$ cat config.mk
export PLATFORM = sky130hd
export DESIGN_NAME = tis_tap_ctrl
export DESIGN_NICKNAME = d
export VERILOG_FILES = /design/src/rtl/tis_pkg.sv /design/src/rtl/tis_tap_ctrl.sv /design/src/rtl/tis_pin_sync.sv
export SDC_FILE = /design/constraint.sdc
export NUM_CORES = 1
export LEC_CHECK = 0
export BUFFER_PORTS_ARGS = -buffer_cell sky130_fd_sc_hd__clkbuf_2
export CAP_MARGIN = 40
export CORE_MARGIN = 3
export CORE_UTILIZATION = 60
export CTS_CLUSTER_SIZE = 16
export DETAILED_ROUTE_END_ITERATION = 10
export PLACE_DENSITY_LB_ADDON = 0.15
export SKIP_LAST_GASP = 1
export SYNTH_ARGS = -nofsm -noshare
export SYNTH_HDL_FRONTEND = slang
export SYNTH_HIERARCHICAL = 1
export SYNTH_SLANG_ARGS = --single-unit
$ cat constraint.sdc
create_clock -name clk_sys -period 5.4 [get_ports clk_sys]
set_clock_uncertainty 0.15 [all_clocks]
set_input_delay 1.08 -clock clk_sys [delete_from_list [all_inputs] [get_ports clk_sys]]
set_output_delay 1.08 -clock clk_sys [all_outputs]
set_load 0.05 [all_outputs]
$ cat src/rtl/tis_pkg.sv
package tis_pkg;

    // instruction register geometry
    localparam int IR_W_DEF        = 3;
    // fixed pattern loaded while capturing the instruction path
    localparam logic [2:0] IR_CAPTURE = 3'h4;
    // instruction after reset: all ones selects the one-bit bypass path
    localparam logic [2:0] IR_RESET   = 3'h7;
    // width of the user data register behind the port
    localparam int DR_W_DEF        = 8;
    // reset value of the user data register
    localparam logic [7:0] DR_RESET   = 8'h00;
    // synchroniser depth for pin inputs
    localparam int SYNC_STAGES     = 2;

    // port controller states
    typedef enum logic [3:0] {
        TEST_LOGIC_RESET,
        RUN_TEST_IDLE,
        SELECT_DR_SCAN,
        CAPTURE_DR,
        SHIFT_DR,
        EXIT1_DR,
        PAUSE_DR,
        EXIT2_DR,
        UPDATE_DR,
        SELECT_IR_SCAN,
        CAPTURE_IR,
        SHIFT_IR,
        EXIT1_IR,
        PAUSE_IR,
        EXIT2_IR,
        UPDATE_IR
    } tis_state_t;

    // test pins from the external tester
    typedef struct packed {
        logic tck;  // test clock
        logic tms;  // mode select
        logic tdi;  // serial data in
    } tis_pins_t;

endpackage

$ cat src/rtl/tis_tap_ctrl.sv
`timescale 1ns/10ps
`default_nettype none

// Summary of operation
// - Exit2-IR with TMS high goes Update-IR
// - Exit2-IR with TMS low returns Shift-IR
// - Exit2-IR keeps data register and instruction
// - Update-IR latches instruction on falling TCK
// - latched instruction selects the data register
// - Update-IR leaves data registers unchanged
// - Pause-IR waits for TMS high, then Exit2-IR
// - Capture-IR loads fixed pattern 100
// - Shift-IR shifts TDI toward TDO each rise
module tis_tap_ctrl #(
    parameter int IR_W = tis_pkg::IR_W_DEF,
    parameter int DR_W = tis_pkg::DR_W_DEF
) (
    input  wire logic              clk_sys,
    input  wire logic              reset,
    input  wire logic              ce,
    input  wire tis_pkg::tis_pins_t pins,
    output logic                   tdo,
    output logic                   tdoEn,
    output logic [IR_W-1:0]        instr,
    output logic [DR_W-1:0]        drOut,
    output tis_pkg::tis_state_t    tapState
);

    // the logic serves the three-bit pattern and one data width only
    if (IR_W != 3 || DR_W != 8) begin : g_badWidth
        $error("tis_tap_ctrl: IR_W must be 3 and DR_W 8");
    end

    tis_pkg::tis_pins_t  pinsS;     // synced pins
    logic                tckRise;   // rising test clock, one cycle
    logic                tckFall;   // falling test clock, one cycle
    tis_pkg::tis_state_t state_r;   // controller state
    tis_pkg::tis_state_t state_nxt; // next state on a rise
    logic [IR_W-1:0]     irSh_r;    // instruction shift path
    logic [IR_W-1:0]     irCur_r;   // current instruction latch
    logic                byp_r;     // bypass stage
    logic [DR_W-1:0]     drSh_r;    // user data shift path
    logic [DR_W-1:0]     drOut_r;   // user data parallel latch
    logic                tdo_r;     // serial output
    logic                tdoEn_r;   // serial output enable
    logic                bypSel;    // bypass chosen by instruction

    // pin synchroniser and edge finder
    tis_pin_sync u_sync (
        .clk_sys  (clk_sys),
        .reset    (reset),
        .ce       (ce),
        .pinsIn   (pins),
        .pinsSync (pinsS),
        .tckRise  (tckRise),
        .tckFall  (tckFall)
    );

    // next state from state and mode select
    function automatic tis_pkg::tis_state_t nextState(tis_pkg::tis_state_t s, logic m);
        case (s)
            tis_pkg::TEST_LOGIC_RESET: nextState = m ? tis_pkg::TEST_LOGIC_RESET : tis_pkg::RUN_TEST_IDLE;
            tis_pkg::RUN_TEST_IDLE:    nextState = m ? tis_pkg::SELECT_DR_SCAN : tis_pkg::RUN_TEST_IDLE;
            tis_pkg::SELECT_DR_SCAN:   nextState = m ? tis_pkg::SELECT_IR_SCAN : tis_pkg::CAPTURE_DR;
            tis_pkg::CAPTURE_DR:       nextState = m ? tis_pkg::EXIT1_DR : tis_pkg::SHIFT_DR;
            tis_pkg::SHIFT_DR:         nextState = m ? tis_pkg::EXIT1_DR : tis_pkg::SHIFT_DR;
            tis_pkg::EXIT1_DR:         nextState = m ? tis_pkg::UPDATE_DR : tis_pkg::PAUSE_DR;
            tis_pkg::PAUSE_DR:         nextState = m ? tis_pkg::EXIT2_DR : tis_pkg::PAUSE_DR;
            tis_pkg::EXIT2_DR:         nextState = m ? tis_pkg::UPDATE_DR : tis_pkg::SHIFT_DR;
            tis_pkg::UPDATE_DR:        nextState = m ? tis_pkg::SELECT_DR_SCAN : tis_pkg::RUN_TEST_IDLE;
            tis_pkg::SELECT_IR_SCAN:   nextState = m ? tis_pkg::TEST_LOGIC_RESET : tis_pkg::CAPTURE_IR;
            tis_pkg::CAPTURE_IR:       nextState = m ? tis_pkg::EXIT1_IR : tis_pkg::SHIFT_IR;
            tis_pkg::SHIFT_IR:         nextState = m ? tis_pkg::EXIT1_IR : tis_pkg::SHIFT_IR;
            tis_pkg::EXIT1_IR:         nextState = m ? tis_pkg::UPDATE_IR : tis_pkg::PAUSE_IR;
            tis_pkg::PAUSE_IR:         nextState = m ? tis_pkg::EXIT2_IR : tis_pkg::PAUSE_IR;
            tis_pkg::EXIT2_IR:         nextState = m ? tis_pkg::UPDATE_IR : tis_pkg::SHIFT_IR;
            tis_pkg::UPDATE_IR:        nextState = m ? tis_pkg::SELECT_DR_SCAN : tis_pkg::RUN_TEST_IDLE;
            default:                   nextState = tis_pkg::TEST_LOGIC_RESET;
        endcase
    endfunction

    assign state_nxt = nextState(state_r, pinsS.tms);

    assign bypSel = (irCur_r == tis_pkg::IR_RESET);

    // controller state advances on each test clock rise
    always_ff @(posedge clk_sys or posedge reset) begin
        if (reset) begin
            state_r <= tis_pkg::TEST_LOGIC_RESET;
        end else if (tckRise) begin
            state_r <= state_nxt;
        end
    end

    // instruction shift path on test clock rise
    always_ff @(posedge clk_sys or posedge reset) begin
        if (reset) begin
            irSh_r <= tis_pkg::IR_CAPTURE;
        end else if (tckRise) begin
            case (state_r)
                tis_pkg::CAPTURE_IR: irSh_r <= tis_pkg::IR_CAPTURE;
                tis_pkg::SHIFT_IR:   irSh_r <= {pinsS.tdi, irSh_r[IR_W-1:1]};
                default:             irSh_r <= irSh_r;
            endcase
        end
    end

    // current instruction changes only on the fall in Update-IR or Test-Logic-Reset
    always_ff @(posedge clk_sys or posedge reset) begin
        if (reset) begin
            irCur_r <= tis_pkg::IR_RESET;
        end else if (tckFall && state_r == tis_pkg::TEST_LOGIC_RESET) begin
            irCur_r <= tis_pkg::IR_RESET;
        end else if (tckFall && state_r == tis_pkg::UPDATE_IR) begin
            irCur_r <= irSh_r;
        end
    end

    // data paths move only in the data column; hold elsewhere
    always_ff @(posedge clk_sys or posedge reset) begin
        if (reset) begin
            byp_r  <= 1'h0;
            drSh_r <= tis_pkg::DR_RESET;
        end else if (tckRise) begin
            if (state_r == tis_pkg::CAPTURE_DR) begin
                byp_r <= 1'h0;
                if (!bypSel) begin
                    drSh_r <= drOut_r;
                end
            end else if (state_r == tis_pkg::SHIFT_DR) begin
                if (bypSel) begin
                    byp_r <= pinsS.tdi;
                end else begin
                    drSh_r <= {pinsS.tdi, drSh_r[DR_W-1:1]};
                end
            end
        end
    end

    // user data latch updates on the fall in its own update state
    always_ff @(posedge clk_sys or posedge reset) begin
        if (reset) begin
            drOut_r <= tis_pkg::DR_RESET;
        end else if (tckFall && state_r == tis_pkg::UPDATE_DR && !bypSel) begin
            drOut_r <= drSh_r;
        end
    end

    // serial output changes on the fall while shifting
    always_ff @(posedge clk_sys or posedge reset) begin
        if (reset) begin
            tdo_r   <= 1'h0;
            tdoEn_r <= 1'h0;
        end else if (tckFall) begin
            if (state_r == tis_pkg::SHIFT_IR) begin
                tdo_r   <= irSh_r[0];
                tdoEn_r <= 1'h1;
            end else if (state_r == tis_pkg::SHIFT_DR) begin
                tdo_r   <= bypSel ? byp_r : drSh_r[0];
                tdoEn_r <= 1'h1;
            end else begin
                tdoEn_r <= 1'h0;
            end
        end
    end

    assign tdo      = tdo_r;
    assign tdoEn    = tdoEn_r;
    assign instr    = irCur_r;
    assign drOut    = drOut_r;
    assign tapState = state_r;
endmodule

`default_nettype wire

$ cat src/rtl/tis_pin_sync.sv
`timescale 1ns/10ps
`default_nettype none

// brings the tester pins into clk_sys and finds test clock edges
module tis_pin_sync (
    input  wire logic              clk_sys,
    input  wire logic              reset,
    input  wire logic              ce,
    input  wire tis_pkg::tis_pins_t pinsIn,
    output tis_pkg::tis_pins_t     pinsSync,
    output logic                   tckRise,
    output logic                   tckFall
);

    tis_pkg::tis_pins_t meta_r;   // first stage, read only by second
    tis_pkg::tis_pins_t sync_r;   // second stage, safe to use
    logic               tckOld_r; // previous synced clock level

    // two flip-flop synchroniser
    always_ff @(posedge clk_sys or posedge reset) begin
        if (reset) begin
            meta_r <= '0;
            sync_r <= '0;
        end else if (ce) begin
            meta_r <= pinsIn;
            sync_r <= meta_r;
        end
    end

    // delayed clock level for edge finding
    always_ff @(posedge clk_sys or posedge reset) begin
        if (reset) begin
            tckOld_r <= 1'h0;
        end else if (ce) begin
            tckOld_r <= sync_r.tck;
        end
    end

    assign pinsSync = sync_r;
    // edges are qualified by ce so frozen cycles see none
    assign tckRise  = ce & sync_r.tck & ~tckOld_r;
    assign tckFall  = ce & ~sync_r.tck & tckOld_r;

endmodule

`default_nettype wire

==> results.toml, run 1 <==
[status]
run_status = "finished clean"

[floorplan]
die-width_um = 62.5
total_die_area_mm2 = 0.00390
io_pins = 23
design.core.area_mm2 = 0.00290
num_rows = 19
initial_utilization_pct = 65.9
floorplan.die.height_um = 62.5

[synthesis]
synth.cell_area_mm2 = 0.00191
post_synthesis_net_count = 176
yosys.area_share.adder_pct = 0
synth_simple_gate_area_share_pct = 16.2
postSynthAreaPerCell_um2 = 11.2
syn_inst = 170
synth-compound-area-share_pct = 13.6
synthesis.yosys.warnings = 6
main_combinational_cell_family_by_area_after_synthesis = "multiplexers"
synthArstFlopShare_pct = 100
synthXorXnorAreaFrac_pct = 0.458
top_cells_by_instance_count_after_synthesis = "dfrtp_1 (32), nand2_1 (20), o21ai_1 (18)"
synth.largest_area_cell = "dfrtp_1"
number_of_synthesized_flops_with_an_enable_pin = 0
synth_top_cells_by_area = "dfrtp_1 (42%), mux2_4 (12%), dfstp_2 (5.5%)"
synth.most_common_cell = "dfrtp_1"
synthDominantCellAreaShare_pct = 41.9
synthDistinctLibCells = 45
synth_top_flop_cell = "dfrtp_1"
yosys_register_bits = 36
register_area_share_after_synthesis_pct = 47.4
post_synth_mux_area_share_pct = 16.5

[job]
maxCapViolCount = 0

[finish]
post_route_cells_drive_above_1_share_pct = 31.7
register_area_um2 = 906
antenna_cells = 0
utilization_pct = 71.8
finish.instance_area_mm2 = 0.00208
layout-area-overhead-vs-synth_pct = 8.90
non_filler_instance_count_after_layout = 231
layout.nets = 194
multi_input_comb_area_um2 = 895
fillers = 220

[global_route]
grt_pass1_vias = 1304
grt-ovfl-total = 0
global_route_wire_length_before_repair_um = 6230
grt_start_max_net_pins = 23
groute.usage.overall_pct = 19.8
antenna_found_initial = 0

[place]
placedCellCount = 223
gp_congestion = 0.793
postPlaceCellArea_mm2 = 0.00201
preCtsSetupSlack_ns = 2.64
detailed_place_hpwl_um = 2440
io_buffer_count = 22

[timing]
timing.final.crit_period_ns = 2.78
fmaxAchievable_ghz = 0.360
rsz_0062_raised_after_global_routing = "no"
max_slew_violation_count = 0
final_min_period_over_clock_period_pct = 51.4
hold_worst_slack_ns = 0.340
setup_viol = 0
final_hold_viol_count = 0
timing.setup.tns_ns = 0
worst_slew_pin_slew_ns = 0.695
final_critical_path_setup_slack_ns = 2.62
slew_headroom_pct = 53.7

[routing]
drc_violations_left = 0
via_per_inst = 5.59
routed-via-count = 1292
antenna_left = 0
drt_first_iter_violations = 67
number_of_search_and_repair_iterations_in_the_first_detailed_routing_pass = 4
drt_total_wl_um = 3380
drt-wirelength-per-cell_um = 14.6

[critical_path]
setup.worst_path.class = "register to output pin"
end_kind = "output pin"
wp_data_required_ns = 4.17
cp.buffers_inverters = 1
worst-path-max-fanout = 22
timing.critical_path.slowest_stage_cell = "dfrtp_1"
cp_data_arrival_time_ns = 1.55
critPathLaunchType = "register"
path_delay_family = "flip-flops"
worstPathCellList = "clkbuf_2"
max_stage_delay_ns = 0.81

[clock_tree]
cts_inserted_buffers = 5
postCtsResizedCells = 0
cts.htree.levels = 2
clock_latency_ns = 0.33
cts_setup_buffers = 0
cts_sinks = 36
ctsRootBufferMaster = "clkbuf_4"
clk_path_buf_depth = 2
tritoncts = "yes"
clkTransAtPathRegs_ns = 0.11
cts_hold_buffers_added = 0

[power]
design_power_total_mw = 0.964
power_density_mw_per_mm2 = 463
p_leak_nw = 0.959
peakVddDrop_mv = 0.260

[hold_path]
hold_path.class = "register to register"
[worst paths after layout]
kind | to | cells past startpoint | slack, ns | startpoint
max | tapState[0] | 1 | 2.62 | tapState[0]$_DFFE_PP0P_
min in group asynchronous | u_sync/tckOld_r$_DFFE_PP0P_ | 2 | 0.49 | reset
max reg2reg | drSh_r[4]$_DFFE_PP0P_ | 3 | 3.26 | tapState[0]$_DFFE_PP0P_
max in group asynchronous | irSh_r[2]$_DFFE_PP1P_ | 3 | 3.98 | reset
min reg2reg | irSh_r[2]$_DFFE_PP1P_ | 2 | 0.34 | irSh_r[2]$_DFFE_PP1P_
min | irSh_r[2]$_DFFE_PP1P_ | 2 | 0.34 | irSh_r[2]$_DFFE_PP1P_
[routing by layer]
layer  vias to the layer above  routed length (µm)  global-route usage [%]
met5                         -                   0                       0
met4                         0                  38                    4.96
met3                         6                 141                    5.04
met2                        25                1720                    32.8
met1                       620                1480                    26.2
li1                        641                   -                       -
[worst min-delay path: cells and delay by family (launching register included)]
family,cells,cell delay [ns]
AND/OR/NAND/NOR,1,0.05
AO/OA/AOI/OAI,1,0.06
flip-flops,1,0.39
[cells in the final DEF (no fill, tap or decap), types with 3 or more instances in the layout]
master    netlist  final
dfrtp_1        32     32
o21ai_0         3      3
a21oi_1         5      5
mux2i_1         9      9
clkbuf_2        0     22
inv_1           5      5
dfstp_2         4      4
clkbuf_4        1      5
o21ai_1        18     18
nand2_1        20     20
nor2b_1         4      4
nor2_1          8      8
mux2_4         15     15
[registers in the layout, summed over array words and instances (netlist names), 3 cells and up]
name and cells:
tapState 4, u_sync/pinsSync 3, u_sync/meta_r 3, drOut 8, drSh_r 8, irSh_r 3, instr 3
[kinds of logic (layout without fill, tap and decap cells)]
family | count (synthesis) | count (layout)
simple gates | 49 | 49
compound gates | 42 | 42
flops | 36 | 36
mux | 24 | 24
buf+inv | 18 | 37
xor+xnor | 1 | 1
[area by class of cell]
| cell class | instances | area share, % |
|---|---|---|
| well taps | 42 | 2.52 |
| multi-input cells | 116 | 43.0 |
| inverters | 6 | 1.08 |
| flip-flops and latches | 36 | 43.5 |
| clock buffers | 8 | 3.31 |
| repair buffers | 23 | 6.61 |
[report_power, final]
group	internal, mW	switching, mW
clock network	0.0766	0.0841
registers	0.331	0.110
logic	0.127	0.235
total	0.534	0.430
(Power assumes the default switching activity.)
==> run 2: changes to the inputs <==
Settings changed: ABC_AREA set to 1, CORE_UTILIZATION 60 to 51.
Clock period 5.4 ns to 2.2 ns, I/O delays scaled along.
==> run 2 against run 1 <==
Against the previous run:
- register-to-register slack got worse by 2.9 ns
- wire length grew 3.6%
- combinational power grew to 3.8 times the previous value
- core utilization is 11 points lower
- clock power grew to 2.8 times the previous value
- total power increased to 3.0 times the previous value
- setup slack worse by 2.2 ns
- cell area up 0.24%
==> results.toml, run 2 <==
[status]
run_status = "finished clean"

[clock_tree]
clkTransAtPathRegs_ns = 0.10
postCtsResizedCells = 0
cts_inserted_buffers = 5
ctsRootBufferMaster = "clkbuf_4"
clk_path_buf_depth = 2
clock_latency_ns = 0.34
cts_sinks = 36
cts.htree.levels = 2
tritoncts = "yes"

[power]
power_density_mw_per_mm2 = 1380
p_leak_nw = 1.10
peakVddDrop_mv = 0.699

[synthesis]
synthDominantCellAreaShare_pct = 43.2
syn_inst = 238
synthArstFlopShare_pct = 100
number_of_synthesized_flops_with_an_enable_pin = 0
synth.cell_area_mm2 = 0.00185
synthesis.yosys.warnings = 6
synth_top_flop_cell = "dfrtp_1"
synth.largest_area_cell = "dfrtp_1"
post_synthesis_net_count = 244
top_cells_by_instance_count_after_synthesis = "nand2_1 (88), dfrtp_1 (32), inv_1 (22)"
postSynthAreaPerCell_um2 = 7.79
synth.most_common_cell = "nand2_1"
yosys_register_bits = 36
synthDistinctLibCells = 28
synth_top_cells_by_area = "dfrtp_1 (43%), nand2_1 (18%), dfstp_2 (5.7%)"
register_area_share_after_synthesis_pct = 48.9

[floorplan]
io_pins = 23
num_rows = 21
total_die_area_mm2 = 0.00439
initial_utilization_pct = 54.2
die-width_um = 66.3
floorplan.die.height_um = 66.3
design.core.area_mm2 = 0.00342

[finish]
mostFrequentLayoutCells = "nand2_1 (88), dfrtp_1 (32), inv_1 (22), clkbuf_2 (22), o21ai_1 (16)"
multi_input_comb_area_um2 = 792
fillers = 339
antenna_cells = 0
register_area_um2 = 906
mostFrequentLayoutCell = "nand2_1"
post_route_cells_drive_above_1_share_pct = 22.1
layout-area-overhead-vs-synth_pct = 12.6
utilization_pct = 61.1
layout.nets = 272

[timing]
timing.final.crit_period_ns = 1.82
worst_slew_pin_slew_ns = 0.422
rsz_0062_raised_after_global_routing = "no"
final_min_period_over_clock_period_pct = 82.9
fmaxAchievable_ghz = 0.548
setup_viol = 0
max_slew_violation_count = 0
final_hold_viol_count = 0
timing.setup.tns_ns = 0
slew_headroom_pct = 71.8

[place]
detailed_place_hpwl_um = 2600
gp_congestion = 0.897
io_buffer_count = 22

[global_route]
groute.usage.overall_pct = 18.4
global_route_wire_length_before_repair_um = 6080
grt_pass1_vias = 1330
antenna_found_initial = 0
grt-ovfl-total = 0
grt_start_max_net_pins = 30

[hold_path]
min_from = "pins[0]"
hold_path.class = "primary input to register"

[routing]
via_per_inst = 4.96
drt-wirelength-per-cell_um = 11.2
drc_violations_left = 0
drt_first_iter_violations = 57
routed-via-count = 1551
drt_total_wl_um = 3510
number_of_search_and_repair_iterations_in_the_first_detailed_routing_pass = 6
antenna_left = 0

[critical_path]
reg2reg_slack_ns = 0.40
max_stage_delay_ns = 0.56
worst-path-max-fanout = 8
end_kind = "output pin"
path_delay_family = "flip-flops"
setup.worst_path.class = "register to output pin"
crit_startpoint = "tapState[2]$_DFFE_PP0P_"
critPathLaunchType = "register"
cp_data_arrival_time_ns = 1.23
cp.buffers_inverters = 1
r2r_start = "tapState[1]$_DFFE_PP0P_"
worstPathCellList = "clkbuf_2"
timing.critical_path.slowest_stage_cell = "dfrtp_1"
wp_data_required_ns = 1.61

[job]
maxCapViolCount = 0
## run 2: power by group
group	internal [mW]	leakage [nW]	total [mW]	switching (mW)
logic	0.370	0.627	1.36	0.990
registers	0.885	0.430	1.06	0.170
clock network	0.237	0.0412	0.457	0.220
total	1.49	1.10	2.87	1.38
## run 2: stage by stage
stage               area (µm²)  cells  setup WS, ns  hold WS, ns  power, mW
floorplan                 1850    238         0.345       0.0934       2.14
global placement          2000    304         0.436        0.223       2.41
detailed placement        2000    304         0.359        0.235       2.43
CTS                       2090    313         0.357        0.136       2.89
global route              2090    313         0.280        0.157       3.11
finish                    2090    313         0.377        0.153       2.87
## run 2: final timing paths
path	depth (start not counted)	endpoint
min in group asynchronous	3	u_sync/pinsSync[0]$_DFFE_PP0P_
setup / recovery	1	tapState[2]
setup reg to reg	7	drSh_r[5]$_DFFE_PP0P_
hold reg to reg	2	u_sync/meta_r[0]$_DFFE_PP0P_
hold / removal	3	u_sync/meta_r[0]$_DFFE_PP0P_
max in group asynchronous	4	instr[0]$_DFFE_PP1P_
## run 2: area by class of cell
cell class	count	share of cell area, %
Clock inverter	3	2.04
Multi-Input combinational cell	168	37.9
Timing Repair Buffer	26	6.83
Sequential cell	36	43.4
Tap cell	46	2.76
Inverter	29	5.22
Clock buffer	5	1.80
## run 2: what timing repair did
item                                   CTS  global route
endpoints found under the hold margin   17             0
hold buffers                             1             0
buffers inserted                         0             0
## run 2: layer usage
layer,share of wire [%],global-route usage (%),up-vias
met4,1.1,6.85,0
met3,3.7,4.59,5
met1,51,26.5,703
li1,-,-,812
met5,0,0,-
met2,44,26.6,31
## run 2: worst register-to-register path: cells and delay by family (launching register included)
family	cells	cell delay [ns]
DFF	1	0.50
and+or+nand+nor	6	0.97
AOI/OAI and AO/OA	1	0.09
## run 2: cells by family (layout without fill, tap and decap cells)
family	count (synthesis)	in the layout	synth area share, %
simple gates	125	125	29.8
compound gates	43	43	12.9
flops	36	36	48.9
buf+inv	34	63	8.37
